--- config.mk ---
export PLATFORM = sky130hd
export DESIGN_NAME = rx_line_state_event_regs
export DESIGN_NICKNAME = d
export VERILOG_FILES = /design/src/logic/rx_cond_pkg.sv /design/src/logic/line_state_tracker.sv /design/src/logic/rx_line_state_event_regs.sv
export VERILOG_INCLUDE_DIRS = /design/src /design/src/logic
export SDC_FILE = /design/constraint.sdc
export NUM_CORES = 1
export LEC_CHECK = 0
export BUFFER_PORTS_ARGS = -buffer_cell sky130_fd_sc_hd__buf_2
export CAP_MARGIN = 20
export CORE_MARGIN = 8
export CORE_UTILIZATION = 58
export DETAILED_ROUTE_END_ITERATION = 6
export GPL_ROUTABILITY_DRIVEN = 0
export GPL_TIMING_DRIVEN = 0
export HOLD_SLACK_MARGIN = 0.02
export PLACE_DENSITY_LB_ADDON = 0.08
export SETUP_SLACK_MARGIN = 0.4
export SLEW_MARGIN = 5
export SYNTH_ARGS = -nofsm -noshare
export SYNTH_HDL_FRONTEND = slang
export SYNTH_HIERARCHICAL = 1
export SYNTH_SLANG_ARGS = --single-unit
--- constraint.sdc ---
create_clock -name clk -period 7.2 [get_ports clk]
set_input_delay 1.44 -clock clk [delete_from_list [all_inputs] [get_ports clk]]
set_output_delay 1.44 -clock clk [all_outputs]
set_load 0.01 [all_outputs]
--- src/logic/rx_cond_consts.svh ---
`ifndef RX_COND_CONSTS_SVH
`define RX_COND_CONSTS_SVH

// control bus map
`define CBUS_ADDR_W 5
`define ADDR_RX_COND_A 5'h09
`define ADDR_RX_COND_B 5'h0A

// reset values: both limit flags come up set
`define RX_COND_A_RESET 8'h20
`define RX_COND_B_RESET 8'h02

// group a bit positions
`define BIT_NO_CARRIER 0
`define BIT_QUIET_LINE 1
`define BIT_HALT_LINE 2
`define BIT_MASTER_LINE 3
`define BIT_NOISE_LINE 4
`define BIT_NOISE_LIMIT 5
`define BIT_LINE_CHANGE 6
`define BIT_UNKNOWN_INV 7

// group b bit positions
`define BIT_IDLE_LINE 0
`define BIT_COUNT_LIMIT 1
`define BIT_ACTIVE_LINE 2
`define BIT_UNKNOWN_VAL 3
`define BIT_CONN_SYNC_ERR 4
`define BIT_ELASTIC_FAULT 5
`define BIT_LONG_IDLE 6
`define BIT_RESERVED_B 7

// symbol pair codes, first symbol in the upper five bits
`define SYM_QUIET_PAIR 10'h000
`define SYM_HALT_PAIR 10'h084
`define SYM_MASTER_PAIR 10'h080
`define SYM_IDLE_PAIR 10'h3FF
`define SYM_JK_PAIR 10'h311

// run lengths and event counts
`define RUN_W 4
`define RUN_MAX 4'hF
`define RUN_QUIET_MIN 4'h8
`define RUN_HALT_MIN 4'h8
`define RUN_MASTER_MIN 4'h8
`define RUN_IDLE_MIN 4'h2
`define RUN_LONG_IDLE 4'h8
`define NOISE_W 5
`define NOISE_EVENTS_MIN 5'h10

// cascade start window, longest time so rounded down
`define CLK_PERIOD_NS 20
`define CASCADE_GO_NS 80
`define CASCADE_WIN_CYCLES (`CASCADE_GO_NS / `CLK_PERIOD_NS)
`define CASCADE_CNT_W 3

`endif

--- src/logic/rx_cond_pkg.sv ---
package rx_cond_pkg;

    // receiver line states
    typedef enum logic [2:0] {
        LS_NO_SIGNAL = 3'b000,
        LS_QUIET = 3'b001,
        LS_HALT = 3'b010,
        LS_MASTER = 3'b011,
        LS_NOISE = 3'b100,
        LS_ACTIVE = 3'b101,
        LS_IDLE = 3'b110,
        LS_UNKNOWN = 3'b111
    } line_state_e;

    // classes of a received symbol pair
    typedef enum logic [2:0] {
        CLS_QUIET = 3'b000,
        CLS_HALT = 3'b001,
        CLS_MASTER = 3'b010,
        CLS_IDLE = 3'b011,
        CLS_JK = 3'b100,
        CLS_OTHER = 3'b101
    } pair_class_e;

endpackage : rx_cond_pkg

--- src/logic/line_state_tracker.sv ---
`timescale 1ns/100ps
`default_nettype none
`include "rx_cond_consts.svh"

module line_state_tracker
    import rx_cond_pkg::*;
(
    // clock and reset
    input wire logic clk,
    input wire logic reset,
    // receive path
    input wire logic carrier_detect_in,
    input wire logic pair_valid,
    input wire logic [9:0] pair_code,
    input wire logic code_violation,
    input wire logic noise_event,
    // line state events
    output var line_state_e line_state,
    output logic state_enter,
    output logic long_idle_seen,
    output logic unknown_inv,
    output logic unknown_val
);

    line_state_e state_reg;
    line_state_e state_next;
    line_state_e known_reg;
    pair_class_e cls_reg;
    pair_class_e pair_cls;
    logic [`RUN_W-1:0] run_reg;
    logic [`RUN_W-1:0] run_next;
    logic [`NOISE_W-1:0] noise_reg;
    logic [`NOISE_W-1:0] noise_next;
    logic same_cls;
    logic enter_now;
    logic known_entry;
    logic enter_reg;
    logic long_idle_reg;
    logic unk_inv_reg;
    logic unk_val_reg;

    // classify the pair
    assign pair_cls = (pair_code == `SYM_QUIET_PAIR) ? CLS_QUIET :
                      (pair_code == `SYM_HALT_PAIR) ? CLS_HALT :
                      (pair_code == `SYM_MASTER_PAIR) ? CLS_MASTER :
                      (pair_code == `SYM_IDLE_PAIR) ? CLS_IDLE :
                      (pair_code == `SYM_JK_PAIR) ? CLS_JK : CLS_OTHER;
    assign same_cls = (pair_cls == cls_reg);
    assign run_next = !same_cls ? `RUN_W'(1) :
                      (run_reg == `RUN_MAX) ? run_reg : run_reg + `RUN_W'(1);

    // noise events accumulate until a known state other than noise is entered
    assign known_entry = enter_reg && (state_reg != LS_NOISE) && (state_reg != LS_UNKNOWN);
    assign noise_next = known_entry ? `NOISE_W'(0) :
                        (noise_event && noise_reg < `NOISE_EVENTS_MIN) ? noise_reg + `NOISE_W'(1) : noise_reg;

    // pair runs win over noise so a clean line always leaves the noise state
    assign state_next = !carrier_detect_in ? LS_NO_SIGNAL :
        (pair_valid && pair_cls == CLS_JK) ? LS_ACTIVE :
        (pair_valid && pair_cls == CLS_QUIET && run_next >= `RUN_QUIET_MIN) ? LS_QUIET :
        (pair_valid && pair_cls == CLS_HALT && run_next >= `RUN_HALT_MIN) ? LS_HALT :
        (pair_valid && pair_cls == CLS_MASTER && run_next >= `RUN_MASTER_MIN) ? LS_MASTER :
        (pair_valid && pair_cls == CLS_IDLE && run_next >= `RUN_IDLE_MIN) ? LS_IDLE :
        (noise_reg >= `NOISE_EVENTS_MIN) ? LS_NOISE :
        code_violation ? LS_UNKNOWN :
        !pair_valid ? state_reg :
        (state_reg == LS_ACTIVE) ? LS_ACTIVE :
        same_cls ? state_reg : LS_UNKNOWN;
    assign enter_now = (state_next != state_reg);

    // state and run counters
    always_ff @(posedge clk) begin
        if (reset) begin
            state_reg <= LS_UNKNOWN;
            known_reg <= LS_NO_SIGNAL;
            cls_reg <= CLS_OTHER;
            run_reg <= `RUN_W'(0);
            noise_reg <= `NOISE_W'(0);
        end else begin
            state_reg <= state_next;
            noise_reg <= noise_next;
            if (pair_valid) begin
                cls_reg <= pair_cls;
                run_reg <= run_next;
            end
            if (enter_now && state_next != LS_UNKNOWN) begin
                known_reg <= state_next;
            end
        end
    end

    // event pulses, one cycle each
    always_ff @(posedge clk) begin
        if (reset) begin
            enter_reg <= 1'b0;
            long_idle_reg <= 1'b0;
            unk_inv_reg <= 1'b0;
            unk_val_reg <= 1'b0;
        end else begin
            enter_reg <= enter_now;
            long_idle_reg <= pair_valid && pair_cls == CLS_IDLE && run_next == `RUN_LONG_IDLE;
            unk_inv_reg <= enter_now && state_next == LS_UNKNOWN &&
                           known_reg != LS_ACTIVE && known_reg != LS_IDLE;
            unk_val_reg <= enter_now && state_next == LS_UNKNOWN &&
                           (known_reg == LS_ACTIVE || known_reg == LS_IDLE);
        end
    end

    assign line_state = state_reg;
    assign state_enter = enter_reg;
    assign long_idle_seen = long_idle_reg;
    assign unknown_inv = unk_inv_reg;
    assign unknown_val = unk_val_reg;

endmodule : line_state_tracker

`default_nettype wire

--- src/logic/rx_line_state_event_regs.sv ---
`timescale 1ns/100ps
`default_nettype none
`include "rx_cond_consts.svh"

module rx_line_state_event_regs
    import rx_cond_pkg::*;
(
    // clock and reset
    input wire logic clk,
    input wire logic reset,
    // receive path from the line state detector
    input wire logic carrier_detect_in,
    input wire logic pair_valid,
    input wire logic [9:0] pair_code,
    input wire logic code_violation,
    input wire logic noise_event,
    // noise and state counters
    input wire logic noise_count_zero,
    input wire logic noise_threshold_load,
    input wire logic state_count_zero,
    input wire logic state_threshold_load,
    // connection management and elastic buffer
    input wire logic [7:0] connection_event_reg,
    input wire logic [7:0] connection_event_mask,
    input wire logic elastic_overflow,
    input wire logic elastic_underflow,
    // cascade handshake
    input wire logic cascade_enable,
    input wire logic cascade_ready,
    input wire logic cascade_go,
    // mask registers held elsewhere
    input wire logic [7:0] rx_enable_mask_a,
    input wire logic [7:0] rx_enable_mask_b,
    // control bus
    input wire logic [`CBUS_ADDR_W-1:0] cbus_addr,
    input wire logic cbus_rd,
    input wire logic cbus_wr,
    input wire logic [7:0] cbus_wdata,
    output logic [7:0] cbus_rdata,
    // summary bits toward the interrupt summary register
    output logic group_a_summary,
    output logic group_b_summary
);

    line_state_e line_state;
    logic state_enter;
    logic long_idle_seen;
    logic unknown_inv;
    logic unknown_val;

    logic [7:0] cond_a_reg;
    logic [7:0] cond_b_reg;
    logic [7:0] cond_a_next;
    logic [7:0] cond_b_next;
    logic [7:0] seen_a_reg;
    logic [7:0] seen_b_reg;
    logic [7:0] set_a;
    logic [7:0] set_b;
    logic [7:0] clr_a;
    logic [7:0] clr_b;
    logic [7:0] rdata_reg;
    logic [7:0] rdata_next;
    logic sum_a_reg;
    logic sum_b_reg;
    logic noise_hold_reg;
    logic state_hold_reg;
    logic ready_prev_reg;
    logic cas_wait_reg;
    logic [`CASCADE_CNT_W-1:0] cas_cnt_reg;
    logic cas_err_reg;
    logic cas_release;
    logic cas_expire;
    logic conn_hit;
    logic sel_a;
    logic sel_b;

    // line state recognition lives in its own module
    line_state_tracker tracker (
        .clk(clk),
        .reset(reset),
        .carrier_detect_in(carrier_detect_in),
        .pair_valid(pair_valid),
        .pair_code(pair_code),
        .code_violation(code_violation),
        .noise_event(noise_event),
        .line_state(line_state),
        .state_enter(state_enter),
        .long_idle_seen(long_idle_seen),
        .unknown_inv(unknown_inv),
        .unknown_val(unknown_val)
    );

    // address decode
    assign sel_a = (cbus_addr == `ADDR_RX_COND_A);
    assign sel_b = (cbus_addr == `ADDR_RX_COND_B);

    // limit holds: a reload releases the hold, the zero level reasserts it
    always_ff @(posedge clk) begin
        if (reset) begin
            noise_hold_reg <= 1'b1;
            state_hold_reg <= 1'b1;
        end else begin
            noise_hold_reg <= noise_count_zero || (noise_hold_reg && !noise_threshold_load);
            state_hold_reg <= state_count_zero || (state_hold_reg && !state_threshold_load);
        end
    end

    // cascade start window watch; only armed in cascade mode, since the
    // error bit is shared with connection events
    assign cas_release = cascade_enable && ready_prev_reg && !cascade_ready;
    assign cas_expire = cas_wait_reg && !cascade_go &&
                        (cas_cnt_reg == `CASCADE_CNT_W'(`CASCADE_WIN_CYCLES));

    always_ff @(posedge clk) begin
        if (reset) begin
            ready_prev_reg <= 1'b0;
            cas_wait_reg <= 1'b0;
            cas_cnt_reg <= `CASCADE_CNT_W'(0);
            cas_err_reg <= 1'b0;
        end else begin
            ready_prev_reg <= cascade_ready;
            cas_err_reg <= cas_expire;
            if (cas_release) begin
                cas_wait_reg <= !cascade_go;
                cas_cnt_reg <= `CASCADE_CNT_W'(1);
            end else if (cas_wait_reg) begin
                cas_wait_reg <= !cascade_go && !cas_expire;
                cas_cnt_reg <= cas_cnt_reg + `CASCADE_CNT_W'(1);
            end
        end
    end

    assign conn_hit = |(connection_event_reg & connection_event_mask);

    // hardware set sources, group a
    assign set_a[`BIT_NO_CARRIER] = !carrier_detect_in;
    assign set_a[`BIT_QUIET_LINE] = state_enter && line_state == LS_QUIET;
    assign set_a[`BIT_HALT_LINE] = state_enter && line_state == LS_HALT;
    assign set_a[`BIT_MASTER_LINE] = state_enter && line_state == LS_MASTER;
    assign set_a[`BIT_NOISE_LINE] = state_enter && line_state == LS_NOISE;
    assign set_a[`BIT_NOISE_LIMIT] = noise_hold_reg;
    assign set_a[`BIT_LINE_CHANGE] = state_enter;
    assign set_a[`BIT_UNKNOWN_INV] = unknown_inv;

    // hardware set sources, group b
    assign set_b[`BIT_IDLE_LINE] = state_enter && line_state == LS_IDLE;
    assign set_b[`BIT_COUNT_LIMIT] = state_hold_reg;
    assign set_b[`BIT_ACTIVE_LINE] = state_enter && line_state == LS_ACTIVE;
    assign set_b[`BIT_UNKNOWN_VAL] = unknown_val;
    assign set_b[`BIT_CONN_SYNC_ERR] = conn_hit || cas_err_reg;
    assign set_b[`BIT_ELASTIC_FAULT] = elastic_overflow || elastic_underflow;
    assign set_b[`BIT_LONG_IDLE] = long_idle_seen;
    assign set_b[`BIT_RESERVED_B] = 1'b0;

    // conditional clear: only bits that were set at the last read and are
    // written as zero, so an event recorded after the read is not thrown away
    assign clr_a = (cbus_wr && sel_a) ? (seen_a_reg & ~cbus_wdata) : 8'h00;
    assign clr_b = (cbus_wr && sel_b) ? (seen_b_reg & ~cbus_wdata) : 8'h00;

    // per-bit update, set beats clear, nothing clears but software
    generate
        for (genvar i = 0; i < 8; i++) begin : g_bits
            assign cond_a_next[i] = set_a[i] || (cond_a_reg[i] && !clr_a[i]);
            assign cond_b_next[i] = set_b[i] || (cond_b_reg[i] && !clr_b[i]);
        end
    endgenerate

    always_ff @(posedge clk) begin
        if (reset) begin
            cond_a_reg <= `RX_COND_A_RESET;
            cond_b_reg <= `RX_COND_B_RESET;
        end else begin
            cond_a_reg <= cond_a_next;
            cond_b_reg <= cond_b_next;
        end
    end

    // read data; other addresses belong to other blocks and read zero here
    assign rdata_next = !cbus_rd ? rdata_reg :
                        sel_a ? cond_a_reg :
                        sel_b ? cond_b_reg : 8'h00;

    always_ff @(posedge clk) begin
        if (reset) begin
            rdata_reg <= 8'h00;
            seen_a_reg <= 8'h00;
            seen_b_reg <= 8'h00;
        end else begin
            rdata_reg <= rdata_next;
            if (cbus_rd && sel_a) begin
                seen_a_reg <= cond_a_reg;
            end
            if (cbus_rd && sel_b) begin
                seen_b_reg <= cond_b_reg;
            end
        end
    end

    // summary bits, one cycle behind the event registers
    always_ff @(posedge clk) begin
        if (reset) begin
            sum_a_reg <= 1'b0;
            sum_b_reg <= 1'b0;
        end else begin
            sum_a_reg <= |(cond_a_reg & rx_enable_mask_a);
            sum_b_reg <= |(cond_b_reg & rx_enable_mask_b);
        end
    end

    assign cbus_rdata = rdata_reg;
    assign group_a_summary = sum_a_reg;
    assign group_b_summary = sum_b_reg;
endmodule : rx_line_state_event_regs

`default_nettype wire

* Word-level counts from Yosys, hierarchy flattened *
Index checks and enable logic that the tools add are counted.

cells by class
  bitwise logic cells = 6
  mux-type cells = 26
  reductions and logical operators = 101
  equality and inequality tests = 29
  $add $sub $neg = 3
  $lt $le $gt $ge = 4

operators by type and width
  operator                                                                 number
  1-bit logical AND                                                        51
  3-bit 2-to-1 mux                                                         15
  8-bit AND                                                                5
  8-bit 2-to-1 mux                                                         4
  3-bit equality test (second input constant)                              8
  8-bit OR reduction                                                       3
  1-bit zero test                                                          22
  10-bit equality test (second input constant)                             2
  10-bit by 8-bit equality test with 1-bit output (second input constant)  2
  1-bit logical OR                                                         20
  3-bit != test (second input constant)                                    5
  3-bit by 2-bit equality test with 1-bit output (second input constant)   4
  5-bit by 4-bit equality test with 1-bit output (second input constant)   2
  10-bit zero test                                                         1
  4-bit equality test (second input constant)                              2
  4-bit 2-to-1 mux                                                         2
  8-bit inverter                                                           1
  3-bit by 1-bit equality test with 1-bit output (second input constant)   2
  5-bit by 1-bit adder with 5-bit output (second input constant)           1
  5-bit >= comparator (second input constant)                              1
  5-bit < comparator (second input constant)                               1
  1-bit 2-to-1 mux                                                         5
  4-bit by 1-bit adder with 4-bit output (second input constant)           1
  4-bit by 2-bit >= comparator with 1-bit output (second input constant)   1
  other kinds (7)                                                          8

word-level totals
  output and inout bits = 10
  bits in registers = 72

* Logic depth before layout (Yosys ltp) *
  depth after elaboration = 22
  depth in mapped cells = 11

* Hierarchy *
The synthesis kept the hierarchy.

modules (own cells, without submodules)
  module                    area an instance (um^2)  cells an instance  instances
  rx_line_state_event_regs  2080.7                   232                1
  line_state_tracker        1503.9                   184                1

* Least setup slack after synthesis *
OpenSTA, ideal clock, no wires.

  path kind = input to register
  start point = in pair_code[9]
  end point = reg tracker.known_reg[2]
  stages = 10
  library setup time = 0.119 ns
  path buffers = 1
  path slack = 2.757 ns
  data arrival time = 4.325 ns
  data required time = 7.081 ns
  path through = or4_1 > buf_2 > or4_4 > a211oi_4 > o21a_2 > mux2_2 > a221oi_2 > o221a_4 > nor2b_4 > o221a_1

on the way
  cells in the longest elaborated chain, start to end = 20

ends and longest elaborated chain
  element                                line                                                source
  start: declaration                     rx_line_state_event_regs.sv:14                      input wire logic [9:0] pair_code,
  10-bit equality test (no source line)  --
  1-bit 2-to-1 mux                       line_state_tracker.sv:47                            (pair_code == `SYM_JK_PAIR) ? CLS_JK : CLS_OTHER;
  3-bit 2-to-1 mux                       line_state_tracker.sv:46                            (pair_code == `SYM_IDLE_PAIR) ? CLS_IDLE :
  3-bit 2-to-1 mux                       line_state_tracker.sv:45                            (pair_code == `SYM_MASTER_PAIR) ? CLS_MASTER :
  3-bit 2-to-1 mux                       line_state_tracker.sv:44                            (pair_code == `SYM_HALT_PAIR) ? CLS_HALT :
  3-bit 2-to-1 mux (*)                   line_state_tracker.sv:43                            assign pair_cls = (pair_code == `SYM_QUIET_PAIR) ? CLS_QUIET :
  3-bit equality test                    line_state_tracker.sv:48                            assign same_cls = (pair_cls == cls_reg);
  3-bit 2-to-1 mux                       line_state_tracker.sv:68                            same_cls ? state_reg : LS_UNKNOWN;
  [4 not listed]                         --
  3-bit 2-to-1 mux                       line_state_tracker.sv:63                            (pair_valid && pair_cls == CLS_IDLE && run_next >= `RUN_IDLE_MIN) ? LS_IDLE :
  3-bit 2-to-1 mux                       line_state_tracker.sv:62                            (pair_valid && pair_cls == CLS_MASTER && run_next >= `RUN_MASTER_MIN) ? LS_MASTER :
  3-bit 2-to-1 mux                       line_state_tracker.sv:61                            (pair_valid && pair_cls == CLS_HALT && run_next >= `RUN_HALT_MIN) ? LS_HALT :
  3-bit 2-to-1 mux                       line_state_tracker.sv:60                            (pair_valid && pair_cls == CLS_QUIET && run_next >= `RUN_QUIET_MIN) ? LS_QUIET :
  3-bit 2-to-1 mux (*)                   line_state_tracker.sv:59                            (pair_valid && pair_cls == CLS_JK) ? LS_ACTIVE :
  3-bit 2-to-1 mux (*)                   line_state_tracker.sv:58                            assign state_next = !carrier_detect_in ? LS_NO_SIGNAL :
  3-bit != test (on tied branches)       line_state_tracker.sv:69, line_state_tracker.sv:86
  1-bit logical AND                      line_state_tracker.sv:86                            if (enter_now && state_next != LS_UNKNOWN) begin
  end signal: assignment                 line_state_tracker.sv:87                            known_reg <= state_next;
  end: declaration                       line_state_tracker.sv:27                            line_state_e known_reg;

Mark *: on every way between the ends. The rest lies on a longest branch, timed or not.
A chain may end at the register's enable or synchronous reset.

* Worst setup path after layout *
  start point = in pair_code[9]
  end point = reg tracker.known_reg[1]

The elaborated chain is that of the path after synthesis.

==> results.py <==
metrics = {
    "outcome": {
        "status": "finished clean",
    },
    "critical_path": {
        "reg2reg_from": "tracker/run_reg[0]",
        "crit_end": "tracker/known_reg[1]",
        "endpoint_kind": "register",
        "ff2ff_setup_slack_ns": 4.04,
        "start_kind": "input port",
        "arrival_ns": 4.63,
        "reg2regPathDepth": 10,
        "critical_path_class": "input port to register",
        "crit_path_start": "pair_code[9]",
        "crit_path_max_fanout": 8,
        "cp.required_ns": 7.44,
        "timing.rr.end": "tracker/known_reg[1]",
    },
    "clocking": {
        "post_cts_buffers": 0,
        "cts_buffers": 9,
        "clk_latency_ns": 0.35,
        "clkSlewWorstSetupHoldPaths_ns": 0.08,
        "postCtsHoldBufs": 0,
        "h-tree-depth": 3,
        "cts_tree": "built",
        "clkSinkCount": 72,
        "clk_path_buf_depth": 2,
        "cts_resized": 0,
        "cts_root_buf": "clkbuf_8",
    },
    "yosys": {
        "synth_most_common_cell": "dfxtp_1",
        "ys_seq_elements": 72,
        "syn_nets": 493,
        "synth_top_area_share_pct": 40.2,
        "synthArstFlopShare_pct": 0,
        "ys.flop_type": "dfxtp_1",
        "yosys_warnings": 6,
        "synth_area_per_cell_um2": 8.62,
        "ys_seq_area_share_pct": 40.2,
        "synth_edf_count": 0,
        "synth.top_cells.by_count": "72 x dfxtp_1, 37 x a21oi_1, 30 x inv_1",
        "synth_cells": 416,
        "synth_top_area_cell": "dfxtp_1",
        "syn_area_um2": 3580,
        "synth_cell_type_count": 70,
        "synthTopCellsByArea": "dfxtp_1 40%, a21oi_1 5.2%, o21ai_0 3.2%, inv_1 3.1%, o41ai_1 2.7%",
    },
    "layout": {
        "regArea_um2": 1440,
        "nFillCells": 491,
        "syn_to_final_growth_pct": 19.2,
        "nets": 583,
        "drive_gt1_share_pct": 23.1,
        "multi_input_area_um2": 1940,
        "diodes": 0,
    },
    "job": {
        "maxCapViolCount": 0,
    },
    "global_route": {
        "grt_antenna_before_repair": 0,
        "grt_pass1_wl_um": 15800,
        "use_met3_pct": 5.40,
        "busiest_layer": "met2",
        "overflow": 0,
        "grt.total_usage_pct": 22.0,
        "met2_usage_pct": 37.6,
        "grtUsageMet1_pct": 25.4,
        "grt_max_degree": 13,
        "first_global_vias": 3413,
    },
    "sta": {
        "finalHoldViolations": 0,
        "timing.hold.ws_ns": 0.438,
        "setup_violations": 0,
        "drv_slew": 0,
        "tns_ns": 0,
        "fmax_mhz": 228,
        "finalClockSkew_ns": 0.00762,
        "rsz0062_at_grt": "no",
        "fin_crit_sh_pct": 61.0,
        "slew_headroom_pct": 43.7,
        "tightest_slew_ns": 0.838,
        "fin_crit_ns": 4.40,
    },
    "floorplanning": {
        "dieArea_um2": 8950,
        "num_rows": 28,
        "ios": 82,
        "die_height_um": 94.6,
        "die_w_um": 94.6,
        "core_um2": 5960,
        "initial_core_util_pct": 60.2,
    },
    "routing": {
        "firstDrtPassIters": 5,
        "postRouteAntennaNets": 0,
        "drc_errors": 0,
        "routed_wl_um": 9860,
        "wl_per_cell_um": 16.8,
        "vias": 3551,
        "drt_iter0_drc": 175,
        "via_per_inst": 6.06,
    },
    "power_and_ir_drop": {
        "max-vdd-ir-drop_uv": 150,
        "p_leak_nw": 1.64,
        "p_per_area_nw_per_um2": 200,
    },
    "worst_hold_path": {
        "hp-class": "register to register",
    },
    "place": {
        "portBuffers": 79,
        "dp_hpwl_um": 7440,
    },
}
==> how the worst min path moves through the flow <==
stage                          to  cells after the start                start
finish              cond_a_reg[7]                      2  tracker/unknown_inv
global route        cond_b_reg[3]                      2  tracker/unknown_val
CTS                 cond_a_reg[7]                      2  tracker/unknown_inv
detailed placement  cond_a_reg[7]                      2  tracker/unknown_inv
global placement    cond_a_reg[7]                      2  tracker/unknown_inv
floorplan           cond_a_reg[7]                      2  tracker/unknown_inv
==> final cells by class <==
type / count / area share, %
buffer: 22 / 2.17
clock buffer: 11 / 3.31
clock inverter: 5 / 1.32
inverter: 30 / 2.64
multi-input combinational: 292 / 45.4
sequential: 72 / 33.7
tap: 75 / 2.20
timing repair buffer: 79 / 9.26
==> stage by stage <==
step / power [mW] / area (µm²) / util, % / instances / worst slack (ns)
2_1_floorplan: 0.496 / 3580 / - / 416 / 2.76
4_1_cts: 0.859 / 4270 / 71.7 / 586 / 2.83
6_report: 0.855 / 4270 / 71.7 / 586 / 2.80
5_1_grt: 0.888 / 4270 / 71.7 / 586 / 2.70
3_3_place_gp: 0.536 / 4070 / 68.4 / 570 / 2.49
3_5_place_dp: 0.539 / 4070 / 68.4 / 570 / 2.47
==> power breakdown <==
| part | switching (mW) | internal, mW |
|---|---|---|
| Clock | 0.154 | 0.169 |
| Combinational | 0.0598 | 0.0476 |
| Sequential | 0.0131 | 0.411 |
==> per-layer routing <==
layer	vias to the layer above	part of all wire (%)
met4	0	2.8
met5	-	0
met3	28	10
met1	1619	39
met2	176	48
li1	1728	-
==> worst max-delay path: stages <==
cell,delay [ns]
buf_2,0.10
or4_1,0.50
buf_2,0.18
or4_4,0.50
a211oi_4,0.31
o21a_2,0.28
mux2_2,0.37
a221oi_2,0.34
o221a_4,0.32
nor2b_4,0.05
o221a_1,0.22
==> cell usage in the layout, fill, tap and decap left out, types with 3 or more instances in the layout <==
cell type / netlist / routed
xor2_1: 6 / 6
a311oi_1: 4 / 4
o41ai_1: 11 / 11
a31oi_1: 12 / 12
nand2_1: 24 / 24
clkbuf_8: 0 / 10
a211o_1: 3 / 3
a22oi_1: 10 / 10
o32ai_1: 3 / 3
nand2b_1: 15 / 15
or3_1: 4 / 4
buf_2: 4 / 83
nor4b_1: 5 / 5
o21a_1: 3 / 3
dfxtp_1: 72 / 72
nand3_1: 19 / 19
nor2_1: 23 / 23
nor3_1: 11 / 11
o21ai_0: 23 / 23
a41oi_1: 3 / 3
ha_1: 5 / 5
a21oi_1: 37 / 37
clkbuf_1: 16 / 17
or4_1: 4 / 4
nand4_1: 4 / 4
inv_1: 30 / 30
nor2b_1: 7 / 7
==> cell families after synthesis <==
| kind of cell | after synthesis | share of synthesized area [%] |
|---|---|---|
| adder cells (fa/ha/maj) | 5 | 1.75 |
| XOR/XNOR | 8 | 1.95 |
| AO/OA/AOI/OAI | 136 | 27.1 |
| multiplexers | 4 | 1.29 |
| flip-flops | 72 | 40.2 |
| AND/OR/NAND/NOR | 139 | 22.0 |
| buffers and inverters | 52 | 5.72 |
No activity file was read; power rests on OpenSTA's default activity.
